### src/logic/eipu_pkg.sv
// Constants, types and bus carriers for the external pin interrupt unit.
// Functional notes
// Sense bits pick low, change, fall, rise.
// Level mode requests while pin stays low.
// Edge pulses over one clock are caught.
// Pin sampled first; edges need I/O clock.
// Low level detected clocklessly for wake-up.
// Pin changes detected clocklessly for wake-up.
// Pins driven as outputs still interrupt.
// Four pin-change groups, any enabled toggle.
// Per-input mask bit gates group change.
// Enables at bits 7:4 and 0, with global.
// Each source has its own vector.
// Group flags bits 7:4, pin flag 0.
// Entry or write-one clears a flag.
// Level mode keeps the pin flag cleared.
// Vector taken on flag, enable and global.
// Driver holds low level for one instruction.
// Vanished wake level gives no interrupt.
// Edge sensing stops without I/O clock.
// Missing groups read zero flags.
// Per-group 8-bit input masks, reset zero. The code holds bit 7 of the group 3 mask at zero.
// Hardware set beats same-cycle clear.
package eipu_pkg;

    // ------------------------------------------------------------------
    // Sizes
    // ------------------------------------------------------------------
    localparam int unsigned PC_WIDTH = 31;
    localparam int unsigned GROUPS_MAX = 4;
    localparam int unsigned VEC_COUNT = 5;
    localparam int unsigned AXI_AW = 12;

    // ------------------------------------------------------------------
    // Register indices; byte address is four times the index
    // ------------------------------------------------------------------
    localparam logic [9:0] IDX_FLAGS = 10'h01C;
    localparam logic [9:0] IDX_ENABLE = 10'h01D;
    localparam logic [9:0] IDX_SENSE = 10'h069;
    localparam logic [9:0] IDX_PMASK0 = 10'h06B;
    localparam logic [9:0] IDX_PMASK1 = 10'h06C;
    localparam logic [9:0] IDX_PMASK2 = 10'h06D;
    localparam logic [9:0] IDX_PMASK3 = 10'h06E;

    // ------------------------------------------------------------------
    // Field layout and reset values
    // ------------------------------------------------------------------
    localparam int unsigned BIT_DED = 0;
    localparam int unsigned BIT_GROUP_LO = 4;
    localparam logic [7:0] SRC_BITS = 8'hF1;
    localparam logic [7:0] RST_FLAGS = 8'h00;
    localparam logic [7:0] RST_ENABLE = 8'h00;
    localparam logic [1:0] RST_SENSE = 2'h0;
    localparam logic [7:0] RST_PMASK = 8'h00;
    localparam logic [1:0] RESP_OKAY = 2'h0;
    localparam logic [1:0] RESP_SLVERR = 2'h2;

    typedef enum logic [1:0] {
        SENSE_LOW = 2'b00,
        SENSE_ANY = 2'b01,
        SENSE_FALL = 2'b10,
        SENSE_RISE = 2'b11
    } eipu_sense_t;

    // ------------------------------------------------------------------
    // AXI4-Lite carriers
    // ------------------------------------------------------------------
    typedef struct packed {
        logic awvalid;
        logic [AXI_AW-1:0] awaddr;
        logic wvalid;
        logic [31:0] wdata;
        logic [3:0] wstrb;
        logic bready;
        logic arvalid;
        logic [AXI_AW-1:0] araddr;
        logic rready;
    } eipu_axil_req_t;

    typedef struct packed {
        logic awready;
        logic wready;
        logic bvalid;
        logic [1:0] bresp;
        logic arready;
        logic rvalid;
        logic [31:0] rdata;
        logic [1:0] rresp;
    } eipu_axil_rsp_t;

endpackage

### src/logic/eipu_top.sv
// External pin interrupt unit: pin sensing, flags, vectors and registers.
//
// Local design decision: the AXI4-Lite interface to the registers.
`timescale 1ns/1ps
`default_nettype none
module eipu_top
    import eipu_pkg::*;
#(
    parameter int unsigned NUM_GROUPS = 4
) (
    // Clock and reset
    input wire logic clk_i,
    input wire logic rst_n_i,
    // Register bus
    input wire eipu_axil_req_t axi_req_i,
    output eipu_axil_rsp_t axi_rsp_o,
    // Pins
    input wire logic dedicated_irq_pin_i,
    input wire logic [PC_WIDTH-1:0] pin_change_inputs_i,
    // Core side
    input wire logic core_global_ie_i,
    input wire logic io_clk_run_i,
    input wire logic irq_ack_i,
    input wire logic [2:0] irq_ack_vec_i,
    output logic [VEC_COUNT-1:0] irq_req_o,
    output logic wake_o
);

    // ------------------------------------------------------------------
    // Elaboration checks
    // ------------------------------------------------------------------
    if (NUM_GROUPS != 2 && NUM_GROUPS != GROUPS_MAX) begin : g_bad
        $error("NUM_GROUPS must be 2 or 4");
    end

    // ------------------------------------------------------------------
    // State
    // ------------------------------------------------------------------
    typedef struct packed {
        logic ded_s1;
        logic ded_s2;
        logic ded_prev;
        logic [PC_WIDTH-1:0] pc_s1;
        logic [PC_WIDTH-1:0] pc_s2;
        logic [PC_WIDTH-1:0] pc_prev;
        eipu_sense_t sense;
        logic [7:0] enable;
        logic [7:0] flags;
        logic [GROUPS_MAX-1:0][7:0] pmask;
        logic aw_full;
        logic [AXI_AW-1:0] awaddr;
        logic w_full;
        logic [31:0] wdata;
        logic [3:0] wstrb;
        logic bvalid;
        logic [1:0] bresp;
        logic rvalid;
        logic [31:0] rdata;
        logic [1:0] rresp;
    } eipu_state_t;

    eipu_state_t st;
    eipu_state_t next_st;

    // Groups that this variant builds; the others never flag or request.
    localparam logic [7:0] PRESENT =
        (NUM_GROUPS == GROUPS_MAX) ? SRC_BITS : 8'h31;

    // ------------------------------------------------------------------
    // Pin-change detection per group
    // ------------------------------------------------------------------
    logic [31:0] pc_now;
    logic [31:0] pc_old;
    logic [31:0] pc_raw;
    logic [GROUPS_MAX-1:0] grp_change;
    logic [GROUPS_MAX-1:0] grp_wake;

    assign pc_now = {1'b0, st.pc_s2};
    assign pc_old = {1'b0, st.pc_prev};
    assign pc_raw = {1'b0, pin_change_inputs_i};

    for (genvar g = 0; g < GROUPS_MAX; g++) begin : g_grp
        // Only unmasked inputs of a group can raise its change.
        assign grp_change[g] = |((pc_now[8*g +: 8] ^ pc_old[8*g +: 8])
            & st.pmask[g]); // see
        // Raw pin against its last sampled value needs no clock to wake.
        assign grp_wake[g] = |((pc_raw[8*g +: 8] ^ pc_now[8*g +: 8])
            & st.pmask[g] & {8{st.enable[BIT_GROUP_LO+g]}});
    end

    // ------------------------------------------------------------------
    // Dedicated pin sensing
    // ------------------------------------------------------------------
    logic ded_fall;
    logic ded_rise;
    logic ded_edge_hit;
    logic ded_level_req;
    logic [7:0] hw_set;
    logic [7:0] ack_clr;

    // The synchronised sample feeds edge detection; no edge is seen while
    // the I/O clock is stopped in deeper sleep.
    assign ded_fall = st.ded_prev && !st.ded_s2;
    assign ded_rise = !st.ded_prev && st.ded_s2;

    always_comb begin
        ded_edge_hit = 1'b0;
        unique case (st.sense)
            SENSE_LOW: ded_edge_hit = 1'b0;
            SENSE_ANY: ded_edge_hit = ded_fall || ded_rise;
            SENSE_FALL: ded_edge_hit = ded_fall; // see
            SENSE_RISE: ded_edge_hit = ded_rise;
        endcase
        ded_edge_hit = ded_edge_hit && io_clk_run_i;
    end

    // A low level that is gone before it is sampled never requests, so a
    // wake from a short level leaves no interrupt behind.
    assign ded_level_req = (st.sense == SENSE_LOW) && !st.ded_s2;

    always_comb begin
        hw_set = 8'h00;
        hw_set[BIT_DED] = ded_edge_hit;
        hw_set[BIT_GROUP_LO +: GROUPS_MAX] = grp_change;
        hw_set = hw_set & PRESENT;
    end

    // Vector entry clears the flag of the vector being served.
    always_comb begin
        ack_clr = 8'h00;
        if (irq_ack_i) begin
            if (irq_ack_vec_i == 3'h0) begin
                ack_clr[BIT_DED] = 1'b1;
            end else if (irq_ack_vec_i <= 3'h4) begin
                ack_clr[BIT_GROUP_LO + 32'(irq_ack_vec_i) - 1] = 1'b1;
            end
        end
    end

    // ------------------------------------------------------------------
    // Register bus decode
    // ------------------------------------------------------------------
    logic do_write;
    logic wr_lane;
    logic [9:0] wr_idx;
    logic [9:0] rd_idx;
    logic rd_take;
    logic [31:0] rd_val;
    logic rd_hit;
    logic wr_hit;
    logic [7:0] wr_byte;
    logic [7:0] sw_clr;

    assign do_write = st.aw_full && st.w_full && !st.bvalid;
    assign wr_idx = st.awaddr[AXI_AW-1:2];
    assign rd_idx = axi_req_i.araddr[AXI_AW-1:2];
    assign wr_lane = st.wstrb[0];
    assign wr_byte = st.wdata[7:0];
    assign rd_take = axi_req_i.arvalid && !st.rvalid;

    always_comb begin
        wr_hit = 1'b1;
        unique case (wr_idx)
            IDX_FLAGS, IDX_ENABLE, IDX_SENSE, IDX_PMASK0, IDX_PMASK1: ;
            IDX_PMASK2, IDX_PMASK3: wr_hit = (NUM_GROUPS == GROUPS_MAX);
            default: wr_hit = 1'b0;
        endcase
    end

    assign sw_clr = (do_write && wr_lane && wr_idx == IDX_FLAGS)
        ? (wr_byte & SRC_BITS) : 8'h00;

    always_comb begin
        rd_val = 32'h0000_0000;
        rd_hit = 1'b1;
        unique case (rd_idx)
            IDX_FLAGS: rd_val[7:0] = st.flags & PRESENT;
            IDX_ENABLE: rd_val[7:0] = st.enable;
            IDX_SENSE: rd_val[1:0] = st.sense;
            IDX_PMASK0: rd_val[7:0] = st.pmask[0];
            IDX_PMASK1: rd_val[7:0] = st.pmask[1];
            IDX_PMASK2: rd_val[7:0] = st.pmask[2];
            IDX_PMASK3: rd_val[7:0] = st.pmask[3];
            default: rd_hit = 1'b0;
        endcase
        if ((rd_idx == IDX_PMASK2 || rd_idx == IDX_PMASK3)
            && NUM_GROUPS != GROUPS_MAX) begin
            rd_hit = 1'b0;
        end
    end

    // ------------------------------------------------------------------
    // Next state
    // ------------------------------------------------------------------
    always_comb begin
        next_st = st;
        // Pins are sampled even when driven as outputs by the port logic.
        next_st.ded_s1 = dedicated_irq_pin_i;
        next_st.ded_s2 = st.ded_s1;
        next_st.ded_prev = st.ded_s2;
        next_st.pc_s1 = pin_change_inputs_i;
        next_st.pc_s2 = st.pc_s1;
        next_st.pc_prev = st.pc_s2;

        if (axi_req_i.awvalid && !st.aw_full && !st.bvalid) begin
            next_st.aw_full = 1'b1;
            next_st.awaddr = axi_req_i.awaddr;
        end
        if (axi_req_i.wvalid && !st.w_full && !st.bvalid) begin
            next_st.w_full = 1'b1;
            next_st.wdata = axi_req_i.wdata;
            next_st.wstrb = axi_req_i.wstrb;
        end
        if (do_write) begin
            next_st.aw_full = 1'b0;
            next_st.w_full = 1'b0;
            next_st.bvalid = 1'b1;
            next_st.bresp = wr_hit ? RESP_OKAY : RESP_SLVERR;
            if (wr_lane && wr_hit) begin
                unique case (wr_idx)
                    IDX_ENABLE: next_st.enable = wr_byte & PRESENT;
                    IDX_SENSE: next_st.sense = eipu_sense_t'(wr_byte[1:0]);
                    IDX_PMASK0: next_st.pmask[0] = wr_byte;
                    IDX_PMASK1: next_st.pmask[1] = wr_byte;
                    IDX_PMASK2: next_st.pmask[2] = wr_byte;
                    IDX_PMASK3: next_st.pmask[3] = {1'b0, wr_byte[6:0]};
                    default: ;
                endcase
            end
        end else if (st.bvalid && axi_req_i.bready) begin
            next_st.bvalid = 1'b0;
        end

        if (rd_take) begin
            next_st.rvalid = 1'b1;
            next_st.rdata = rd_val;
            next_st.rresp = rd_hit ? RESP_OKAY : RESP_SLVERR;
        end else if (st.rvalid && axi_req_i.rready) begin
            next_st.rvalid = 1'b0;
        end

        // A fresh event outlives a clear that lands in the same cycle.
        next_st.flags = ((st.flags & ~(sw_clr | ack_clr)) | hw_set)
            & PRESENT; // see
        if (next_st.sense == SENSE_LOW) begin
            next_st.flags[BIT_DED] = 1'b0;
        end
    end

    always_ff @(posedge clk_i or negedge rst_n_i) begin
        if (!rst_n_i) begin
            st <= '0;
            st.sense <= eipu_sense_t'(RST_SENSE);
            st.enable <= RST_ENABLE;
            st.flags <= RST_FLAGS;
            st.pmask <= {GROUPS_MAX{RST_PMASK}};
            st.ded_s1 <= 1'b1;
            st.ded_s2 <= 1'b1;
            st.ded_prev <= 1'b1;
        end else begin
            st <= next_st;
        end
    end

    // ------------------------------------------------------------------
    // Outputs
    // ------------------------------------------------------------------
    logic [7:0] live;
    logic ded_pending;

    // The driver must hold a low level until the running instruction is
    // done; the core samples this request only at instruction ends.
    assign ded_pending = (st.sense == SENSE_LOW) ? ded_level_req
        : st.flags[BIT_DED]; // see
    assign live = st.enable & PRESENT & {8{core_global_ie_i}};

    // Each source asserts its own vector line.
    assign irq_req_o[0] = ded_pending && live[BIT_DED]; // see
    for (genvar v = 1; v < VEC_COUNT; v++) begin : g_vec
        assign irq_req_o[v] = st.flags[BIT_GROUP_LO+v-1]
            && live[BIT_GROUP_LO+v-1];
    end

    // The raw pin is looked at directly so a stopped clock still wakes.
    assign wake_o = (|grp_wake) || ((st.sense == SENSE_LOW)
        && !dedicated_irq_pin_i && st.enable[BIT_DED]);

    assign axi_rsp_o.awready = !st.aw_full && !st.bvalid;
    assign axi_rsp_o.wready = !st.w_full && !st.bvalid;
    assign axi_rsp_o.bvalid = st.bvalid;
    assign axi_rsp_o.bresp = st.bresp;
    assign axi_rsp_o.arready = !st.rvalid;
    assign axi_rsp_o.rvalid = st.rvalid;
    assign axi_rsp_o.rdata = st.rdata;
    assign axi_rsp_o.rresp = st.rresp;

    logic no_clr0;
    assign no_clr0 = !irq_ack_i && !(do_write && wr_idx == IDX_FLAGS);
endmodule
`default_nettype wire

### config.mk
export PLATFORM = sky130hd
export DESIGN_NAME = eipu_top
export DESIGN_NICKNAME = d
export VERILOG_FILES = /design/src/logic/eipu_pkg.sv /design/src/logic/eipu_top.sv
export SDC_FILE = /design/constraint.sdc
export NUM_CORES = 1
export LEC_CHECK = 0
export BUFFER_PORTS_ARGS = -buffer_cell sky130_fd_sc_hd__buf_2
export CORE_UTILIZATION = 40
export DETAILED_ROUTE_END_ITERATION = 8
export PLACE_DENSITY = 0.72
export SLEW_MARGIN = 20
export SYNTH_ARGS = -nofsm -noshare
export SYNTH_HDL_FRONTEND = slang
export SYNTH_SLANG_ARGS = --single-unit
### constraint.sdc
create_clock -name clk_i -period 4 [get_ports clk_i]
set_clock_uncertainty 0.2 [all_clocks]
set_input_delay 0.6 -clock clk_i [delete_from_list [all_inputs] [get_ports clk_i]]
set_output_delay 0.6 -clock clk_i [all_outputs]
set_load 0.02 [all_outputs]
==> flow_metrics.py <==
metrics = {
    "routing": {
        "vias": 4550,
        "drc_errors": 0,
        "ant_nets": 0,
        "drt-initial-drc-count": 275,
        "wirelength_um": 15800,
        "vias_per_cell": 5.22,
        "drt-pass1-iter-count": 4,
        "wl_per_cell_um": 18.1,
    },
    "yosys": {
        "ys_warn_count": 0,
        "synth_top_area_share_pct": 58.1,
        "synth_edf_count": 0,
        "syn_inst": 548,
        "synth.area.top_cells": "dfrtp_1, mux2_2, xor2_1",
        "seq_area_frac_synth_pct": 59.2,
        "yosysTopAreaCell": "dfrtp_1",
        "synth_area_per_cell_um2": 13.3,
        "synth_seq_cells": 172,
        "syn-cell-area_mm2": 0.00728,
        "synth-main-ff-cell": "dfrtp_1",
        "synth_common_cells": "dfrtp_1, xor2_1, mux2_2",
        "async_flop_share_pct": 100,
        "synth_cell_type_count": 60,
        "synth.most_common_cell": "dfrtp_1",
    },
    "sta": {
        "finalMaxSlewViolations": 0,
        "setup_tns_ns": 0,
        "timing.final.crit_period_ns": 3.01,
        "period_share_pct": 75.3,
        "worst_pin_slew_ns": 0.870,
        "max_freq_mhz": 332,
        "slew_headroom_pct": 42.0,
        "hold_viol": 0,
        "rsz0062_at_grt": "false",
        "setup_violations": 0,
    },
    "pwr": {
        "swShare_pct": 28.0,
        "pwr-share-clk_pct": 36.3,
        "p_int_mw": 3.16,
        "cellPowerDensity_mw_per_mm2": 525,
        "switchingPower_mw": 1.23,
        "seqPwrFrac_pct": 50.1,
        "ir_drop_uv": 395,
        "power_frac_comb_pct": 13.6,
        "leakagePower_nw": 3.90,
    },
    "placed_design": {
        "place_inst": 841,
        "port_buffers": 94,
        "hpwl_um": 11800,
        "gp_congestion": 0.872,
    },
    "critical_path": {
        "crit_start": "next_st[143]",
        "crit_chain": "xor2_1, a22oi_1, a41oi_1, or4_1, buf_2",
        "worstRegToRegCells": 4,
        "worst-path-buf-inv": 1,
        "critical-path-slowest-cell": "or4_1",
        "r2r-start": "st[84]",
        "crit_arrival_ns": 2.21,
        "rr_endpoint": "st[99]",
        "startpoint_type": "flip-flop",
        "cp.required_ns": 3.20,
        "critPathTopFamily": "simple AND/OR/NAND/NOR gates",
        "reg2reg_slack_ns": 1.52,
        "crit_fanout": 3,
        "setup.worst_path.end": "wake_o",
        "cpPeakStageDelay_ns": 0.57,
        "crit_type": "flip-flop to output port",
        "cp.depth": 5,
        "critPathCaptureType": "output port",
    },
    "clocking": {
        "cts_tree": "yes",
        "post-cts-setup-buffer-count": 0,
        "post_cts_resized": 0,
        "cts.path.max_buffers": 2,
        "cts-root-buf": "clkbuf_16",
        "clock_latency_ns": 0.43,
        "cts-buffers-inserted": 17,
        "cts.sinks": 172,
        "h-tree-depth": 4,
        "path_clk_slew_ns": 0.06,
        "postCtsHoldBufs": 0,
    },
    "global_routing": {
        "grt_max_degree": 101,
        "antenna_found_initial": 1,
        "grt_first_pass_wirelength_um": 25200,
        "grt_pass1_vias": 4635,
        "grt.overflow.total": 0,
        "grtUsageTotal_pct": 18.3,
    },
    "floorplanning": {
        "rows": 48,
        "chipWidth_um": 137,
        "fp.dieArea_mm2": 0.0187,
        "initial_core_util_pct": 41.5,
        "die_h_um": 137,
        "pin_count": 152,
        "core_mm2": 0.0175,
    },
    "finish": {
        "diodes": 0,
        "final_nets": 744,
        "syn2layout_area_growth_pct": 15.1,
        "drive_gt1_share_pct": 30.3,
        "final_cell_count_no_fill": 872,
        "fillers": 1517,
        "multiInputGateArea_mm2": 0.00266,
        "regArea_mm2": 0.00431,
    },
    "run": {
        "drv_cap": 0,
    },
    "status": {
        "status": "finished, final reports clean",
    },
    "min_path": {
        "hold_class": "input pin to asynchronous set/reset pin",
    },
}
-- worst register-to-register path, cell delays in order, from the launching register on --
cell      delay, ns
dfrtp_1        0.38
or4b_4         0.59
nor4_4         0.34
nand2b_1       0.43
mux2_4         0.43
-- state kept, by name, summed over array words and instances (netlist names) --
register   flops
st            65
pc_old        31
next_st       64
axi_rsp_o     12
-- layout by cell type (no fill, tap or decap), drive strengths merged, types with 6 or more instances in the layout --
cell type / n
a21oi: 8
a221oi: 8
a22oi: 31
and3: 7
buf: 95
clkbuf: 20
clkinv: 6
conb: 26
dfrtp: 169
inv: 13
mux2: 57
mux2i: 7
nand2: 14
nand3: 8
nor2: 13
o21ai: 8
xor2: 62
-- per-stage QoR --
| stage | utilization, % | hold WS [ns] | worst slack, ns | instance area, µm² | power (mW) |
|---|---|---|---|---|---|
| floorplan | - | 0.104 | 1.55 | 7370 | 2.58 |
| global placement | 44.5 | 0.131 | 1.16 | 7800 | 2.79 |
| detailed placement | 44.5 | 0.135 | 1.14 | 7800 | 2.83 |
| CTS | 47.8 | 0.0695 | 0.960 | 8380 | 4.43 |
| global route | 47.8 | 0.0690 | 0.910 | 8380 | 4.59 |
| finish | 47.8 | 0.0748 | 0.989 | 8380 | 4.39 |
-- cell families (layout without fill, tap and decap cells) --
group,Yosys count,after routing,synth area share (%)
compound gates,91,91,9.13
mux,64,64,10.2
fa+ha+maj,4,4,0.688
xor+xnor,63,63,7.58
simple gates,88,88,7.67
buf+inv,65,139,5.47
flops,172,172,59.2
other cells,1,26,0.0515
-- area by class of cell --
| cell class | instances | area share [%] |
|---|---|---|
| inverter | 13 | 0.583 |
| sequential | 172 | 51.4 |
| multi-input combinational | 336 | 31.8 |
| tap | 225 | 3.36 |
| clock inverter | 11 | 1.43 |
| clock buffer | 20 | 5.45 |
| timing repair buffer | 95 | 5.93 |
-- metal layers --
metal	vias up	track usage, %	routed length, µm
met4	0	8.30	427
met2	177	27.1	7230
met3	29	5.22	1020
met1	2270	24.9	7140
li1	2074	-	-
met5	-	0	0
-- how the worst min path moves through the flow --
stage                              from             to  slack (ns)  cells past startpoint
floorplan                       rst_n_i   axi_rsp_o[1]        0.10                      0
global placement           next_st[192]   next_st[161]        0.13                      0
detailed placement         next_st[186]   next_st[155]        0.13                      0
CTS                 dedicated_irq_pin_i   next_st[232]        0.07                      1
global route        dedicated_irq_pin_i   next_st[232]        0.07                      1
finish                          rst_n_i  axi_rsp_o[38]        0.07                      1
-- power groups by stage --
stage / registers (mW) / logic [mW] / clock network [mW]
3_3_place_gp: 2.21 / 0.581 / 0
4_1_cts: 2.20 / 0.604 / 1.63
5_1_grt: 2.23 / 0.654 / 1.71
3_5_place_dp: 2.23 / 0.599 / 0
2_1_floorplan: 2.10 / 0.483 / 0
6_report: 2.20 / 0.596 / 1.60
(Power assumes the default switching activity.)
